## src/cia_pkg.sv

```systemverilog
// package: register map, field positions and reset values for the interrupt dispatch block
package cia_pkg;
  localparam logic [7:0]  CIA_OFS_OPTION     = 8'h81;
  localparam logic [7:0]  CIA_OFS_PCHI       = 8'h8A;
  localparam logic [7:0]  CIA_OFS_IRQCTL     = 8'h8B;
  localparam logic [7:0]  CIA_OFS_PERIPH_IRQ_ENABLE_ONE       = 8'h8C;
  localparam logic [7:0]  CIA_OFS_PERIPH_IRQ_ENABLE_TWO       = 8'h8D;
  localparam logic [7:0]  CIA_BANK_MASK      = 8'h7F;
  localparam logic [7:0]  CIA_RST_OPTION     = 8'hFF;
  localparam logic [7:0]  CIA_RST_PCHI       = 8'h00;
  localparam logic [7:0]  CIA_RST_IRQCTL     = 8'h00;
  localparam logic [7:0]  CIA_RST_PERIPH_IRQ_ENABLE_ONE       = 8'h00;
  localparam logic [7:0]  CIA_RST_PERIPH_IRQ_ENABLE_TWO       = 8'h00;
  localparam logic [7:0]  CIA_PCHI_MASK      = 8'h1F;
  localparam logic [7:0]  CIA_PERIPH_IRQ_ENABLE_TWO_MASK      = 8'h01;
  localparam int          CIA_BIT_EDGE_SEL   = 6;
  localparam int          CIA_BIT_GIE        = 7;
  localparam int          CIA_BIT_PERIPHERAL_GROUP_ENABLE       = 6;
  localparam int          CIA_BIT_T0IE       = 5;
  localparam int          CIA_BIT_EXTIE      = 4;
  localparam int          CIA_BIT_PORTIE     = 3;
  localparam int          CIA_BIT_T0IF       = 2;
  localparam int          CIA_BIT_EXTIF      = 1;
  localparam int          CIA_BIT_PORTIF     = 0;
  localparam logic [12:0] CIA_VECTOR         = 13'h0004;
  typedef enum logic [1:0] {CIA_RUN, CIA_ASLEEP, CIA_POSTWAKE} cia_state_t;
endpackage : cia_pkg

```

## src/cia_irq_wake.sv

```systemverilog
// interrupt dispatch, sleep wake-up and program-counter high latch for an 8-bit core
`timescale 1ns/1ps
`default_nettype none
module cia_irq_wake
  import cia_pkg::*;
(
  input  wire logic        REF_CLK,
  input  wire logic        SYS_RST,
  // data-memory register port from the core
  input  wire logic [8:0]  REG_ADDR,
  input  wire logic        REG_WR,
  input  wire logic        REG_RD,
  input  wire logic [7:0]  REG_WDATA,
  output logic      [7:0]  REG_RDATA,
  output logic             REG_HIT,
  // interrupt sources
  input  wire logic        EXT_PIN,
  input  wire logic        TMR0_EVENT,
  input  wire logic        PORT_CHANGE_EVENT,
  input  wire logic [7:0]  PERIPH_FLAGS_ONE,
  input  wire logic [7:0]  PERIPH_FLAGS_TWO,
  input  wire logic [7:0]  PERIPH_ASYNC_ONE,
  input  wire logic [7:0]  PERIPH_ASYNC_TWO,
  // sequencer handshake
  input  wire logic        SLEEP_ENTER,
  input  wire logic        INSTR_DONE,
  input  wire logic        PC_WRITE,
  input  wire logic [12:0] RETURN_PC,
  output logic             ASLEEP,
  output logic             WAKE,
  output logic             VECTOR_TAKE,
  output logic      [12:0] VECTOR_PC,
  output logic             STACK_PUSH,
  output logic      [12:0] STACK_DATA,
  output logic      [4:0]  PC_HIGH
);

  logic [7:0]  option_q;
  logic [7:0]  pchi_q;
  logic [7:0]  irqctl_q;
  logic [7:0]  periph_irq_enable_one_q;
  logic [7:0]  periph_irq_enable_two_q;
  logic        pin_q;
  cia_state_t  state_q;
  logic [7:0]  frozen_en1_q;
  logic [7:0]  frozen_en2_q;
  logic        frozen_ext_q;
  logic        vector_q;
  logic [12:0] vec_pc_q;
  logic        push_q;
  logic [12:0] push_data_q;

  // bank-independent decode: low seven bits only, so every bank hits
  logic [7:0] addr_b;
  logic       sel_opt;
  logic       sel_pchi;
  logic       sel_ictl;
  logic       sel_periph_irq_enable_one;
  logic       sel_periph_irq_enable_two;
  assign addr_b   = REG_ADDR[7:0] & CIA_BANK_MASK;
  assign sel_opt  = addr_b == (CIA_OFS_OPTION & CIA_BANK_MASK);
  assign sel_pchi = addr_b == (CIA_OFS_PCHI & CIA_BANK_MASK);
  assign sel_ictl = addr_b == (CIA_OFS_IRQCTL & CIA_BANK_MASK);
  assign sel_periph_irq_enable_one = addr_b == (CIA_OFS_PERIPH_IRQ_ENABLE_ONE & CIA_BANK_MASK);
  assign sel_periph_irq_enable_two = addr_b == (CIA_OFS_PERIPH_IRQ_ENABLE_TWO & CIA_BANK_MASK);

  // edge detection on the pin, polarity chosen by the edge-select bit
  logic rise;
  logic fall;
  logic ext_edge;
  assign rise     = EXT_PIN & ~pin_q;
  assign fall     = ~EXT_PIN & pin_q;
  assign ext_edge = option_q[CIA_BIT_EDGE_SEL] ? rise : fall;

  // pending requests
  logic periph_pend;
  logic core_pend;
  logic irq_pend;
  logic wake_src;
  assign periph_pend = |(PERIPH_FLAGS_ONE & periph_irq_enable_one_q) | |(PERIPH_FLAGS_TWO & periph_irq_enable_two_q);
  assign core_pend   = (irqctl_q[CIA_BIT_EXTIF] & irqctl_q[CIA_BIT_EXTIE])
                     | (irqctl_q[CIA_BIT_T0IF] & irqctl_q[CIA_BIT_T0IE])
                     | (irqctl_q[CIA_BIT_PORTIF] & irqctl_q[CIA_BIT_PORTIE]);
  assign irq_pend    = irqctl_q[CIA_BIT_GIE]
                     & (core_pend | (irqctl_q[CIA_BIT_PERIPHERAL_GROUP_ENABLE] & periph_pend));
  // only sources that run without a clock, with enables frozen at sleep entry
  assign wake_src    = |(PERIPH_FLAGS_ONE & PERIPH_ASYNC_ONE & frozen_en1_q)
                     | |(PERIPH_FLAGS_TWO & PERIPH_ASYNC_TWO & frozen_en2_q)
                     | (irqctl_q[CIA_BIT_EXTIF] & frozen_ext_q);

  logic take;
  assign take = (state_q == CIA_RUN) & INSTR_DONE & irq_pend & ~vector_q;

  // pin history register
  always_ff @(posedge REF_CLK) begin
    if (SYS_RST) begin
      // start from the pin level itself, so an idle-high pin gives no false edge
      pin_q <= EXT_PIN;
    end else begin
      pin_q <= EXT_PIN;
    end
  end

  // option and enable registers
  always_ff @(posedge REF_CLK) begin
    if (SYS_RST) begin
      option_q <= CIA_RST_OPTION;
      periph_irq_enable_one_q   <= CIA_RST_PERIPH_IRQ_ENABLE_ONE;
      periph_irq_enable_two_q   <= CIA_RST_PERIPH_IRQ_ENABLE_TWO;
    end else if (REG_WR) begin
      if (sel_opt) option_q <= REG_WDATA;
      if (sel_periph_irq_enable_one) periph_irq_enable_one_q <= REG_WDATA;
      if (sel_periph_irq_enable_two) periph_irq_enable_two_q <= REG_WDATA & CIA_PERIPH_IRQ_ENABLE_TWO_MASK;
    end
  end

  // high-byte latch: written only by software, never by vectoring
  always_ff @(posedge REF_CLK) begin
    if (SYS_RST) begin
      pchi_q <= CIA_RST_PCHI;
    end else if (REG_WR && sel_pchi) begin
      pchi_q <= REG_WDATA & CIA_PCHI_MASK;
    end
  end
  // latch contents drive the counter top continuously; PC_WRITE is not used
  assign PC_HIGH = pchi_q[4:0];

  // control register; hardware flag sets win over a same-cycle software clear
  always_ff @(posedge REF_CLK) begin
    if (SYS_RST) begin
      irqctl_q <= CIA_RST_IRQCTL;
    end else begin
      logic [7:0] nxt;
      nxt = irqctl_q;
      if (REG_WR && sel_ictl) nxt = REG_WDATA;
      if (ext_edge) nxt[CIA_BIT_EXTIF] = 1'b1;
      if (TMR0_EVENT) nxt[CIA_BIT_T0IF] = 1'b1;
      if (PORT_CHANGE_EVENT) nxt[CIA_BIT_PORTIF] = 1'b1;
      if (take) nxt[CIA_BIT_GIE] = 1'b0;  // keep nested entry out until return
      irqctl_q <= nxt;
    end
  end

  // sleep sequencing: asleep until a wake source, then one instruction runs
  always_ff @(posedge REF_CLK) begin
    if (SYS_RST) begin
      state_q      <= CIA_RUN;
      frozen_en1_q <= 8'h00;
      frozen_en2_q <= 8'h00;
      frozen_ext_q <= 1'b0;
    end else begin
      unique case (state_q)
        CIA_RUN: begin
          if (SLEEP_ENTER) begin
            state_q      <= CIA_ASLEEP;
            frozen_en1_q <= periph_irq_enable_one_q;
            frozen_en2_q <= periph_irq_enable_two_q;
            frozen_ext_q <= irqctl_q[CIA_BIT_EXTIE];
          end
        end
        CIA_ASLEEP: begin
          if (wake_src) state_q <= CIA_POSTWAKE;
        end
        CIA_POSTWAKE: begin
          if (INSTR_DONE) state_q <= CIA_RUN;
        end
      endcase
    end
  end
  assign ASLEEP = state_q == CIA_ASLEEP;
  assign WAKE   = (state_q == CIA_ASLEEP) & wake_src;

  // vectoring: fixed address, only the return address stacked
  always_ff @(posedge REF_CLK) begin
    if (SYS_RST) begin
      vector_q    <= 1'b0;
      vec_pc_q    <= 13'h0000;
      push_q      <= 1'b0;
      push_data_q <= 13'h0000;
    end else begin
      vector_q <= take;
      push_q   <= take;
      if (take) begin
        vec_pc_q    <= CIA_VECTOR;
        push_data_q <= RETURN_PC;
      end
    end
  end
  assign VECTOR_TAKE = vector_q;
  assign VECTOR_PC   = vec_pc_q;
  assign STACK_PUSH  = push_q;
  assign STACK_DATA  = push_data_q;

  // register read mux; unmapped addresses give no hit and zero data
  always_comb begin
    REG_RDATA = 8'h00;
    REG_HIT   = 1'b1;
    if (sel_opt) REG_RDATA = option_q;
    else if (sel_pchi) REG_RDATA = pchi_q;
    else if (sel_ictl) REG_RDATA = irqctl_q;
    else if (sel_periph_irq_enable_one) REG_RDATA = periph_irq_enable_one_q;
    else if (sel_periph_irq_enable_two) REG_RDATA = periph_irq_enable_two_q;
    else REG_HIT = 1'b0;
    if (!REG_RD) REG_RDATA = 8'h00;
  end
endmodule : cia_irq_wake
`default_nettype wire

```

## config.mk

```make
export PLATFORM = sky130hd
export DESIGN_NAME = cia_irq_wake
export DESIGN_NICKNAME = d
export VERILOG_FILES = /design/src/cia_pkg.sv /design/src/cia_irq_wake.sv
export SDC_FILE = /design/constraint.sdc
export NUM_CORES = 1
export LEC_CHECK = 0
export BUFFER_PORTS_ARGS = -buffer_cell sky130_fd_sc_hd__buf_2
export CAP_MARGIN = 10
export CORE_MARGIN = 2
export CORE_UTILIZATION = 35
export CTS_CLUSTER_SIZE = 12
export DETAILED_ROUTE_END_ITERATION = 8
export GPL_TIMING_DRIVEN = 0
export PLACE_DENSITY = 0.7
export SLEW_MARGIN = 30
export SYNTH_ARGS = -nofsm -noshare
export SYNTH_HDL_FRONTEND = slang
export SYNTH_SLANG_ARGS = --single-unit
export TNS_END_PERCENT = 100
```

## constraint.sdc

```tcl
create_clock -name REF_CLK -period 2.8 [get_ports REF_CLK]
set_clock_uncertainty 0.2 [all_clocks]
set_input_delay 0.14 -clock REF_CLK [delete_from_list [all_inputs] [get_ports REF_CLK]]
set_output_delay 0.14 -clock REF_CLK [all_outputs]
set_load 0.01 [all_outputs]
```

Yosys cells after proc, flatten, opt, wreduce, memory -nomap -nowiden

Cells that the tools add are included.

Eq/ne operators: 10
Multiplexer cells: 20
Bitwise logic cells: 27
Reductions and logical operators: 16

Operators with widths:

| operator             | number |
|---|---|
| $mux W8              | 5 |
| $and A8 B8 Y8        | 4 |
| $reduce_or A8 Y1     | 4 |
| $eq A7 B4 Y1 const B | 4 |
| $and A8 B1 Y8        | 2 |
| $and A1 B1 Y1        | 12 |
| $mux W1              | 10 |
| $reduce_and A2 Y1    | 4 |
| $eq A7 B1 Y1 const B | 1 |
| $mux W2              | 3 |
| $or A1 B1 Y1         | 6 |
| $pmux W2 S3          | 1 |
| $reduce_bool A2 Y1   | 3 |
| $ne A2 B2 Y1 const B | 2 |
| $mux W3              | 1 |
| $not A1 Y1           | 3 |
| $reduce_and A3 Y1    | 1 |
| $eq A2 B1 Y1 const B | 1 |
| $eq A2 B2 Y1 const B | 1 |
| $logic_and A1 B1 Y1  | 2 |
| $logic_not A2 Y1     | 1 |
| $ne A2 B1 Y1 const B | 1 |
| $reduce_or A2 Y1     | 1 |

Flip-flop bits (word level): 58
Word-level logic and storage cells: 90

Longest topological paths before layout

Gate-level depths: netlist of the first run.

Depth in word-level cells: 9
Depth in mapped cells: 8
Depth with buffers taken out: 7

Worst setup path before layout of the first run

Ideal clock, no wire load.

Path type: flip-flop to flip-flop
Start point: register state_q[0]
End point: register push_data_q[10], in the netlist STACK_DATA[10]
Setup time: 0.128 ns
Arrival time: 1.708 ns
Path slack: 0.764 ns
Cell stages (with the launch flop): 9
Clock period less this slack: 2.036 ns
Cell sequence: dfxtp_1 > inv_1 > ha_1 > nand2_1 > a2111oi_0 > o21ai_2 > buf_2 > mux2i_1 > nor2_1

Word-level cells in the longest chain between the ends: 4

Ends and longest elaborated chain:

| what                       | line                | text |
|---|---|---|
| start: declaration         | cia_irq_wake.sv:44  | `cia_state_t state_q;` |
| start signal: assignment   | cia_irq_wake.sv:147 | `state_q <= CIA_RUN;` |
| start signal: assignment   | cia_irq_wake.sv:155 | `state_q <= CIA_ASLEEP;` |
| start signal: assignment   | cia_irq_wake.sv:162 | `if (wake_src) state_q <= CIA_POSTWAKE;` |
| $logic_not A2 Y1           | cia_irq_wake.sv:92  | `assign take = (state_q == CIA_RUN) & INSTR_DONE & irq_pend & ~vector_q;` |
| $and A1 B1 Y1 (3 in a row) | cia_irq_wake.sv:92  |  |
| end signal: assignment     | cia_irq_wake.sv:179 | `push_data_q <= 13'h0000;` |
| end signal: assignment     | cia_irq_wake.sv:185 | `push_data_q <= RETURN_PC;` |
| end: declaration           | cia_irq_wake.sv:51  | `logic [12:0] push_data_q;` |

Every way passes these cells.
A chain may end at the register's enable or synchronous reset.

Final worst setup path of the first run

Start point: input REG_ADDR[5]
End point: register irqctl_q[2]

Word-level cells in the longest chain between the ends: 3

Ends and longest elaborated chain:

| what                                | line                | text |
|---|---|---|
| start: declaration                  | cia_irq_wake.sv:10  | `input wire logic [8:0] REG_ADDR,` |
| $eq A7 B4 Y1                        | cia_irq_wake.sv:63  | `assign sel_ictl = addr_b == (CIA_OFS_IRQCTL & CIA_BANK_MASK);` |
| $logic_and A1 B1 Y1                 | cia_irq_wake.sv:135 | `if (REG_WR && sel_ictl) nxt = REG_WDATA;` |
| $reduce_bool A2 Y1 (no source line) | n/a                 |  |
| end signal: assignment              | cia_irq_wake.sv:140 | `irqctl_q <= nxt;` |
| end: declaration                    | cia_irq_wake.sv:40  | `logic [7:0] irqctl_q;` |

Every way passes these cells.

==> results.sh, run 1 <==
export IMPL_run_status="complete, no violations"
export IMPL_drv_cap=0
export IMPL_synthArstFlopShare_pct=0
export IMPL_synth_edff_count=0
export IMPL_final_cells=553
export IMPL_min_path_type="primary input to register"
export IMPL_min_from="REG_WR"
export IMPL_drv_slew=0
export IMPL_drive_gt1_share_pct=28.38
export IMPL_syn2layout_area_growth_pct=38.01
export IMPL_yosysUniqueCellTypes=41
export IMPL_ys_seq_area_share_pct=42.80
export IMPL_p_leak_nw=1.744
export IMPL_port_buffers=86
export IMPL_min_path_cells=4
export IMPL_viasPerCell=4.823
export IMPL_rrSetupSlack_ns=0.43
export IMPL_dr_pass1_iters=4
export IMPL_yosysTopAreaCell="dfxtp_1"
export IMPL_cts_buffers=9
export IMPL_crit_fanout=10
export IMPL_tightest_slew_ns=0.5915
export IMPL_grt_pass1_vias=2557
export IMPL_dieArea_um2=8470
export IMPL_cp_start_kind="primary input"
export IMPL_ant_nets=0
export IMPL_netlist_area_um2=2713
export IMPL_max_slew_margin_pct=60.57
export IMPL_ir_drop_uv=274.0
export IMPL_synth_most_common_cell="dfxtp_1"
export IMPL_rsz0062_at_grt="false"
export IMPL_die_w_um=92.04
export IMPL_insertedDiodeCount=0
export IMPL_p_switching_w=0.0004340
export IMPL_worstReg2RegEnd="STACK_DATA[5]"
export IMPL_clk_path_buf_depth=2
export IMPL_dp_hpwl_um=5690
export IMPL_antenna_found_initial=0
export IMPL_finalCriticalPeriod_ns=2.376
export IMPL_place_inst=511
export IMPL_tns_ns=0
export IMPL_initial_core_util_pct=35.66
export IMPL_cts_tree="done"
export IMPL_vias=2667
export IMPL_clk_latency_ns=0.33
export IMPL_grt_max_degree=11
export IMPL_clkPwrFrac_pct=39.2
export IMPL_synth_seq_cells=58
export IMPL_setup_viol_count_final=0
export IMPL_io_pins=116
export IMPL_row_count=32
export IMPL_coreArea_um2=7607
export IMPL_post_drt_wl_per_cell_um=13.62
export IMPL_intPower_w=0.001266
export IMPL_overflow=0
export IMPL_grt_pass1_wl_um=12030
export IMPL_min_period_over_period_pct=84.85
export IMPL_r2r_cells=6
export IMPL_worstReg2RegStart="irqctl_q[1]"
export IMPL_endpoint_kind="register"
export IMPL_dr_first_iter_drc_count=128
export IMPL_synth_cells=312
export IMPL_hold_viol=0
export IMPL_path_class="primary input to register"
export IMPL_drc=0
export IMPL_cts_sinks=58
export IMPL_synth_top_cells_by_count="58 x dfxtp_1, 45 x nand2_1, 44 x nor2_1"
export IMPL_drt_wl_total_um=7533
export IMPL_synth_top_area_share_pct=42.80
export IMPL_yosysWarnings=0
export IMPL_worstPathRequired_ns=2.80
export IMPL_synth_main_ff_cell="dfxtp_1"
export IMPL_power_density_nw_per_um2=454.1
export IMPL_avgSynthCellArea_um2=8.694
export IMPL_fill_cells=758
export IMPL_grt_use_total_pct=18.02
export IMPL_clockRootBuffer="clkbuf_8"
export IMPL_h_tree_depth=3
export IMPL_fin_nets=521
export IMPL_die_y_um=92.04
export IMPL_clk_pin_slew_worst_paths_ns=0.06
export IMPL_routabilityCongestion=0.8526
export IMPL_whs_endpoint="periph_irq_enable_two_q[0]"
export IMPL_switching_share_pct=25.53
export IMPL_cp_arrival_ns=2.37
export IMPL_combPwrFrac_pct=11.4
export IMPL_fmax_mhz=420.9
export IMPL_synthTopCellsByArea="dfxtp_1 43%, mux2i_1 12%, nand2_1 6.2%"
export IMPL_pwr_share_seq_pct=49.3
flip-flops by register name, indices dropped and copies added (netlist names):
name / count
STACK_DATA: 13
STACK_PUSH: 1
VECTOR_PC: 1
frozen_en1_q: 8
frozen_en2_q: 1
frozen_ext_q: 1
irqctl_q: 8
option_q: 8
pchi_q: 5
periph_irq_enable_one_q: 8
periph_irq_enable_two_q: 1
pin_q: 1
state_q: 2
cell usage in the layout (no fill, tap or decap), types with 4 or more instances in the layout:
cell           netlist  routed
a21oi_1             14      14
a222oi_1             5       5
a22oi_1              9       9
a31oi_1              6       6
and3_1               4       4
buf_2                2      88
buf_4               14      14
clkbuf_1             8       9
clkbuf_8             0      10
conb_1               1      12
dfxtp_1             58      58
dlygate4sd3_1        0      26
inv_1                8       8
mux2i_1             32      32
nand2_1             45      45
nand3_1             11      11
nor2_1              44      44
nor2b_1              9       9
o21ai_0              4       4
o221ai_1             4       4
per-stage QoR:
| stage | power [W] | setup WS, ns | area (um^2) | hold WS (ns) | util (%) |
|---|---|---|---|---|---|
| finish | 0.001700 | 0.4243 | 3744 | 0.04562 | 49.21 |
| global route | 0.001770 | 0.1372 | 3744 | 0.05179 | 49.21 |
| global placement | 0.001016 | 0.4800 | 3312 | 0.07161 | 43.54 |
| floorplan | 0.0009437 | 0.7643 | 2754 | -0.03228 | - |
| CTS | 0.001709 | 0.4063 | 3744 | 0.04445 | 49.21 |
| detailed placement | 0.001021 | 0.4072 | 3312 | 0.08566 | 43.54 |
worst max-delay path, cell delays in order:
cell and delay (ns):
buf_2 0.11, or4_4 0.53, buf_6 0.14, nor3_1 0.23, buf_2 0.31, nor2b_1 0.09
a211oi_1 0.20, dlygate4sd3_1 0.58, nor2_1 0.04
worst max-delay path by stage:
stage	start	to	slack, ns	cells after the start
floorplan	state_q[0]	STACK_DATA[10]	0.76	8
global placement	irqctl_q[1]	STACK_DATA[7]	0.48	6
detailed placement	irqctl_q[1]	STACK_DATA[7]	0.41	6
CTS	irqctl_q[1]	STACK_DATA[5]	0.41	6
global route	state_q[0]	STACK_DATA[10]	0.14	8
finish	REG_ADDR[5]	irqctl_q[2]	0.42	9
power groups by stage:
stage / sequential, W / clock (W) / combinational, W
final: 0.000839 / 0.000667 / 0.000194
after global routing: 0.000839 / 0.000718 / 0.000213
after CTS: 0.000839 / 0.000678 / 0.000193
after detailed placement: 0.000857 / 0 / 0.000164
after global placement: 0.000857 / 0 / 0.000160
after floorplan: 0.000855 / 0 / 0.0000889
layout make-up:
cell class	instances	area, um^2	area share [%]
Multi-Input combinational cell	230	1391	37.17
Clock inverter	5	30.03	0.8021
Buffer	26	167.7	4.479
Timing Repair Buffer	112	690.7	18.45
Clock buffer	11	141.4	3.777
Sequential cell	58	1161	31.02
Inverter	9	33.78	0.9024
Tap cell	102	127.6	3.409
layer usage:
layer,part of all wire (%),vias to the layer above,track usage (%)
li1,-,1337,-
met1,42,1227,21.00
met2,51,88,32.17
met3,4.9,15,3.040
met4,2.0,0,8.209
met5,0,-,0
kinds of logic after synthesis:
logic type,synth area share (%)
AND/OR/NAND/NOR,22.51
flip-flops,42.80
AO/OA/AOI/OAI,13.93
buffers and inverters,7.426
multiplexers,11.81
adder cells (fa/ha/maj),1.384
other,0.1382
timing repair:
action | CTS | global route
setup buffers | 0 | 0
hold buffers | 26 | 0
gates resized for setup | 0 | 0
endpoints found under the hold margin | 44 | 0
Power figures use the tool's default switching activity.
==> run 2, diff against run 1 <==
--- a/config.mk
+++ b/config.mk
@@ -5,6 +5,7 @@
 export SDC_FILE = /design/constraint.sdc
 export NUM_CORES = 1
 export LEC_CHECK = 0
+export ABC_AREA = 1
 export BUFFER_PORTS_ARGS = -buffer_cell sky130_fd_sc_hd__buf_2
 export CAP_MARGIN = 10
 export CORE_MARGIN = 2
@@ -12,7 +13,7 @@
 export CTS_CLUSTER_SIZE = 12
 export DETAILED_ROUTE_END_ITERATION = 8
 export GPL_TIMING_DRIVEN = 0
-export PLACE_DENSITY = 0.7
+export PLACE_DENSITY = 0.69
 export SLEW_MARGIN = 30
 export SYNTH_ARGS = -nofsm -noshare
 export SYNTH_HDL_FRONTEND = slang
==> constraint.sdc (replaced) <==
create_clock -name REF_CLK -period 2.5 [get_ports REF_CLK]
set_clock_uncertainty 0.2 [all_clocks]
set_input_delay 0.125 -clock REF_CLK [delete_from_list [all_inputs] [get_ports REF_CLK]]
set_output_delay 0.125 -clock REF_CLK [all_outputs]
set_load 0.01 [all_outputs]
==> run 2 against run 1 <==
Net effect: routed wire length increased by 9.3%; core utilization increased by 1.2 points; area after synthesis increased by 3.6%; sequential power increased by 22%; non-clock buffer count increased by 5; worst hold slack got worse by 0.021 ns; cell count increased by 14%; clock power increased by 43%.
==> results.sh, run 2 <==
export IMPL_min_from="INSTR_DONE"
export IMPL_ir_drop_uv=249.0
export IMPL_yosysTopAreaCell="dfxtp_1"
export IMPL_synth_main_ff_cell="dfxtp_1"
export IMPL_power_density_nw_per_um2=610.0
export IMPL_pwr_share_seq_pct=42.9
export IMPL_combPwrFrac_pct=17.3
export IMPL_worst_path_largest_cell_delay_ns=0.57
export IMPL_post_drt_wl_per_cell_um=13.05
export IMPL_ant_nets=0
export IMPL_top_usage_layer="met2"
export IMPL_die_w_um=93.63
export IMPL_cp_arrival_ns=2.29
export IMPL_netlist_area_um2=2811
export IMPL_cts_tree="done"
export IMPL_grt_pass1_vias=2922
export IMPL_fill_cells=803
export IMPL_finalCriticalPeriod_ns=2.257
export IMPL_io_pins=116
export IMPL_largest_register_ffs=13
export IMPL_clk_path_buf_depth=2
export IMPL_use_met2_pct=31.77
export IMPL_min_path_cells=5
export IMPL_switching_share_pct=27.92
export IMPL_worstReg2RegEnd="STACK_DATA[7]"
export IMPL_die_y_um=93.63
export IMPL_port_buffers=85
export IMPL_clk_latency_ns=0.34
export IMPL_worstReg2RegStart="state_q[0]"
export IMPL_clockRootBuffer="clkbuf_8"
export IMPL_synth_edff_count=0
export IMPL_cts_resized=0
export IMPL_worstPathRequired_ns=2.53
export IMPL_path_class="primary input to register"
export IMPL_endpoint_kind="register"
export IMPL_final_cell_area_um2=3914
export IMPL_coreArea_um2=7767
export IMPL_synthArstFlopShare_pct=0
export IMPL_power_w=0.002388
export IMPL_cts_buffers=9
export IMPL_drv_cap=0
export IMPL_dr_pass1_iters=4
export IMPL_drt_wl_total_um=8234
export IMPL_ys_seq_area_share_pct=41.30
export IMPL_fin_nets=599
export IMPL_p_switching_w=0.0006667
export IMPL_min_period_over_period_pct=90.27
export IMPL_hold_viol=0
export IMPL_vias=3017
export IMPL_synth_seq_cells=58
export IMPL_p_leak_nw=1.923
export IMPL_rsz0062_at_grt="false"
export IMPL_drv_slew=0
export IMPL_synthTopCellsByArea="dfxtp_1 41%, nand2_1 10%, nand3_1 7.7%"
export IMPL_rrSetupSlack_ns=0.68
export IMPL_dr_first_iter_drc_count=168
export IMPL_antenna_found_initial=0
export IMPL_met1_usage_pct=25.03
export IMPL_intPower_w=0.001721
export IMPL_synth_cells=388
export IMPL_initial_core_util_pct=36.20
export IMPL_drive_gt1_share_pct=26.65
export IMPL_overflow=0
export IMPL_insertedDiodeCount=0
export IMPL_synth_top_area_share_pct=41.30
export IMPL_setup_viol_count_final=0
export IMPL_dp_hpwl_um=6087
export IMPL_grt_max_degree=12
export IMPL_grt_pass1_wl_um=13480
export IMPL_place_area_um2=3406
export IMPL_row_count=32
export IMPL_viasPerCell=4.781
export IMPL_multi_input_area_um2=1358
export IMPL_crit_fanout=10
export IMPL_grt_use_met3_pct=3.465
export IMPL_synth_most_common_cell="nand2_1"
export IMPL_crit_slowest_cell="dlygate4sd3_1"
export IMPL_drc=0
export IMPL_grt_use_total_pct=19.71
export IMPL_cts_sinks=58
export IMPL_final_cell_mix="89 x buf_2, 76 x nand2_1, 58 x dfxtp_1"
export IMPL_clkPwrFrac_pct=39.8
export IMPL_fin_hold_ws_ns=0.02482
export IMPL_synth_top_cells_by_count="76 x nand2_1, 58 x dfxtp_1, 43 x nand3_1"
export IMPL_h_tree_depth=3
export IMPL_final_common_cell="buf_2"
export IMPL_syn2layout_area_growth_pct=39.21
export IMPL_crit_chain="dlygate4sd3_1 > buf_2 > nor2_1 > nand2_1 > inv_2 > nand2_2 > inv_4 > nand2_2 > buf_6 > a21oi_2 > a21oi_1 > dlygate4sd3_1"
export IMPL_whs_endpoint="STACK_DATA[0]"
export IMPL_avgSynthCellArea_um2=7.246
export IMPL_min_path_type="primary input to register"
export IMPL_routabilityCongestion=0.8387
export IMPL_yosysUniqueCellTypes=36
export IMPL_fmax_mhz=443.1
export IMPL_yosysWarnings=0
export IMPL_cp_start_kind="primary input"
export IMPL_dieArea_um2=8766
export IMPL_seq_area_um2=1161
export IMPL_run_status="complete, no violations"
export IMPL_clk_pin_slew_worst_paths_ns=0.07
export IMPL_tns_ns=0
export IMPL_r2r_cells=8
-- run 2: repair_timing --
action | 4_1_cts | 5_1_grt
hold endpoints to repair | 47 | 0
hold buffers | 29 | 0
buffers inserted | 0 | 0
-- run 2: cell type report --
cell class	count	area share, %
Sequential cell	58	29.67
Multi-Input combinational cell	273	34.69
Timing Repair Buffer	114	18.29
Buffer	29	4.731
Tap cell	102	3.261
Clock inverter	7	2.398
Inverter	39	3.804
Clock buffer	9	3.165
-- run 2: worst max-delay path: cells and delay by family --
family,cells,cell delay [ns]
buffers and inverters,6,1.59
and+or+nand+nor,4,0.39
AOI/OAI and AO/OA,2,0.18
-- run 2: power groups by stage --
stage	logic (W)	clock network, W	registers, W
4_1_cts	0.000415	0.000973	0.00102
6_report	0.000413	0.000951	0.00102
3_3_place_gp	0.000369	0	0.00104
3_5_place_dp	0.000379	0	0.00104
5_1_grt	0.000470	0.00102	0.00103
2_1_floorplan	0.000253	0	0.00103
-- run 2: layer usage --
| layer | vias up | wire, um |
|---|---|---|
| met5 | - | 0 |
| met4 | 0 | 240 |
| li1 | 1543 | - |
| met2 | 109 | 3712 |
| met3 | 23 | 521 |
| met1 | 1342 | 3760 |
-- run 2: metrics by stage --
stage | setup WS (ns) | utilization, % | std cells
after floorplan | 0.8912 | - | 399
after global placement | 0.7247 | 43.85 | 586
after detailed placement | 0.6877 | 43.85 | 586
after CTS | 0.2877 | 50.39 | 631
after global routing | 0.1095 | 50.39 | 631
final | 0.2433 | 50.39 | 631
-- run 2: cells by family after synthesis --
kind of cell	share of synthesized area, %
buf+inv	11.88
simple gates	29.86
fa+ha+maj	1.335
other cells	0.1334
compound gates	15.49
flops	41.30
-- run 2: how the worst max path moves through the flow --
stage / start / endpoint / slack [ns] / depth (start not counted)
floorplan: state_q[0] / STACK_DATA[10] / 0.89 / 8
global placement: state_q[0] / STACK_DATA[7] / 0.72 / 8
detailed placement: state_q[0] / STACK_DATA[7] / 0.69 / 8
CTS: REG_ADDR[4] / irqctl_q[2] / 0.29 / 12
global route: REG_ADDR[4] / irqctl_q[2] / 0.11 / 12
finish: REG_ADDR[4] / irqctl_q[2] / 0.24 / 12
==> run 3, diff against run 2 <==
==> constraint.sdc (replaced) <==
create_clock -name REF_CLK -period 2.5 [get_ports REF_CLK]
set_clock_uncertainty 0.2 [all_clocks]
set_input_delay 0.625 -clock REF_CLK [delete_from_list [all_inputs] [get_ports REF_CLK]]
set_output_delay 0.625 -clock REF_CLK [all_outputs]
set_load 0.01 [all_outputs]
==> run 3 against run 2 <==
Net effect: the run now ends with setup timing left; global-route usage is 0.72 points higher; sequential cell count stayed put; via count is 1.9% higher.
==> results.sh, run 3 (synthesized netlist as in run 2, its figures left out) <==
export IMPL_run_status="finished, violations left"
export IMPL_violations="setup timing"
export IMPL_crit_slowest_cell="a211oi_1"
export IMPL_dr_pass1_iters=4
export IMPL_syn2layout_area_growth_pct=43.93
export IMPL_port_buffers=85
export IMPL_ant_nets=0
export IMPL_min_period_over_period_pct=102.8
export IMPL_holdBufCountCts=0
export IMPL_p_leak_nw=2.002
export IMPL_antenna_found_initial=0
export IMPL_vias=3073
export IMPL_cp_start_kind="primary input"
export IMPL_final_common_cell="buf_2"
export IMPL_grt_max_degree=12
export IMPL_clk_latency_ns=0.35
export IMPL_grt_use_total_pct=20.43
export IMPL_tns_ns=-0.2377
export IMPL_drc=0
export IMPL_hold_viol=0
export IMPL_seq_area_um2=1161
export IMPL_insertedDiodeCount=0
export IMPL_cts_tree="done"
export IMPL_ir_drop_uv=250.9
export IMPL_dr_first_iter_drc_count=267
export IMPL_worst_path_largest_cell_delay_ns=0.20
export IMPL_clockRootBuffer="clkbuf_8"
export IMPL_clk_path_buf_depth=2
export IMPL_overflow=0
export IMPL_coreArea_um2=7767
export IMPL_power_density_nw_per_um2=593.2
export IMPL_worstPathRequired_ns=1.67
export IMPL_critPathTopFamily="buffers and inverters"
export IMPL_post_drt_wl_per_cell_um=14.43
export IMPL_crit_buf_inv=4
export IMPL_die_y_um=93.63
export IMPL_tightest_slew_ns=0.5233
export IMPL_grt_pass1_wl_um=13970
export IMPL_dp_slack_ns=-0.1535
export IMPL_fin_nets=592
export IMPL_crit_chain="buf_2 > nor2_1 > nand2_1 > clkinv_4 > nand2_4 > buf_6 > nand2_2 > a211oi_1 > nor2_1 > buf_2"
export IMPL_crit_fanout=8
export IMPL_fill_cells=760
export IMPL_fmax_mhz=389.1
export IMPL_cp_arrival_ns=1.74
export IMPL_routabilityCongestion=0.8387
export IMPL_viasPerCell=4.925
export IMPL_drv_slew=0
export IMPL_largest_register_ffs=13
export IMPL_drt_wl_total_um=9007
export IMPL_final_cell_mix="83 x buf_2, 69 x nand2_1, 58 x dfxtp_1"
export IMPL_row_count=32
export IMPL_endpoint_kind="output pin"
export IMPL_io_pins=116
export IMPL_fin_hold_ws_ns=0.1983
export IMPL_drv_cap=0
export IMPL_grt_pass1_vias=2952
export IMPL_dieArea_um2=8766
export IMPL_cts_sinks=58
export IMPL_initial_core_util_pct=36.20
export IMPL_dp_hpwl_um=6087
export IMPL_finalCriticalPeriod_ns=2.570
export IMPL_multi_input_area_um2=1530
export IMPL_rsz0062_at_grt="true"
export IMPL_min_path_type="primary input to register"
export IMPL_path_class="primary input to output pin"
export IMPL_die_w_um=93.63
export IMPL_drive_gt1_share_pct=35.82
export IMPL_setup_viol_count_final=6
export IMPL_h_tree_depth=3
export IMPL_max_slew_margin_pct=65.11
export IMPL_cts_buffers=9
export IMPL_worst_slack_ns=-0.06975
export IMPL_clk_pin_slew_worst_paths_ns=0.07
-- run 3: final cells by class --
cell class / instances / area share, %
repair buffers: 106 / 15.89
flip-flops and latches: 58 / 28.70
multi-input cells: 274 / 37.82
inverters: 39 / 4.174
plain buffers: 29 / 4.886
clock buffers: 9 / 3.061
well taps: 102 / 3.154
clock inverters: 7 / 2.319
-- run 3: report_power, final --
| part | switching, W | leakage [nW] | internal (W) | total, W |
|---|---|---|---|---|
| clock network | 0.000404 | 0.105 | 0.000558 | 0.000963 |
| logic | 0.000250 | 1.43 | 0.000164 | 0.000413 |
| registers | 0.0000372 | 0.471 | 0.000987 | 0.00102 |
-- run 3: metrics by stage --
| step | area (um^2) | util (%) | std cells | total power, W |
|---|---|---|---|---|
| after detailed placement | 3406 | 43.85 | 586 | 0.001422 |
| final | 4046 | 52.09 | 624 | 0.002400 |
| after CTS | 3901 | 50.23 | 621 | 0.002401 |
| after global placement | 3406 | 43.85 | 586 | 0.001409 |
| after floorplan | 2853 | - | 399 | 0.001284 |
| after global routing | 4046 | 52.09 | 624 | 0.002518 |
-- run 3: path summary, 6_finish.rpt --
| path | cells after the start | end | slack (ns) | from |
|---|---|---|---|---|
| worst max-delay path | 10 | REG_RDATA[2] | -0.07 | REG_ADDR[5] |
| worst min-delay path | 1 | pin_q | 0.20 | EXT_PIN |
| worst max register to register | 8 | STACK_DATA[7] | 0.68 | state_q[0] |
| worst min register to register | 2 | option_q[0] | 0.26 | option_q[0] |
-- run 3: what timing repair did --
item                       CTS  global route
gates cloned                 2             1
gates resized for setup     43            36
setup buffers               17             4
setup endpoints to repair    8            16
pin swaps                   15             6
-- run 3: metal layers --
metal  GRT usage [%]  vias to the layer above  routed length, um
met1           26.65                     1408               4061
li1                -                     1528                  -
met4           10.87                        0                277
met5               0                        -                  0
met2           32.19                      112               4108
met3           3.546                       25                559
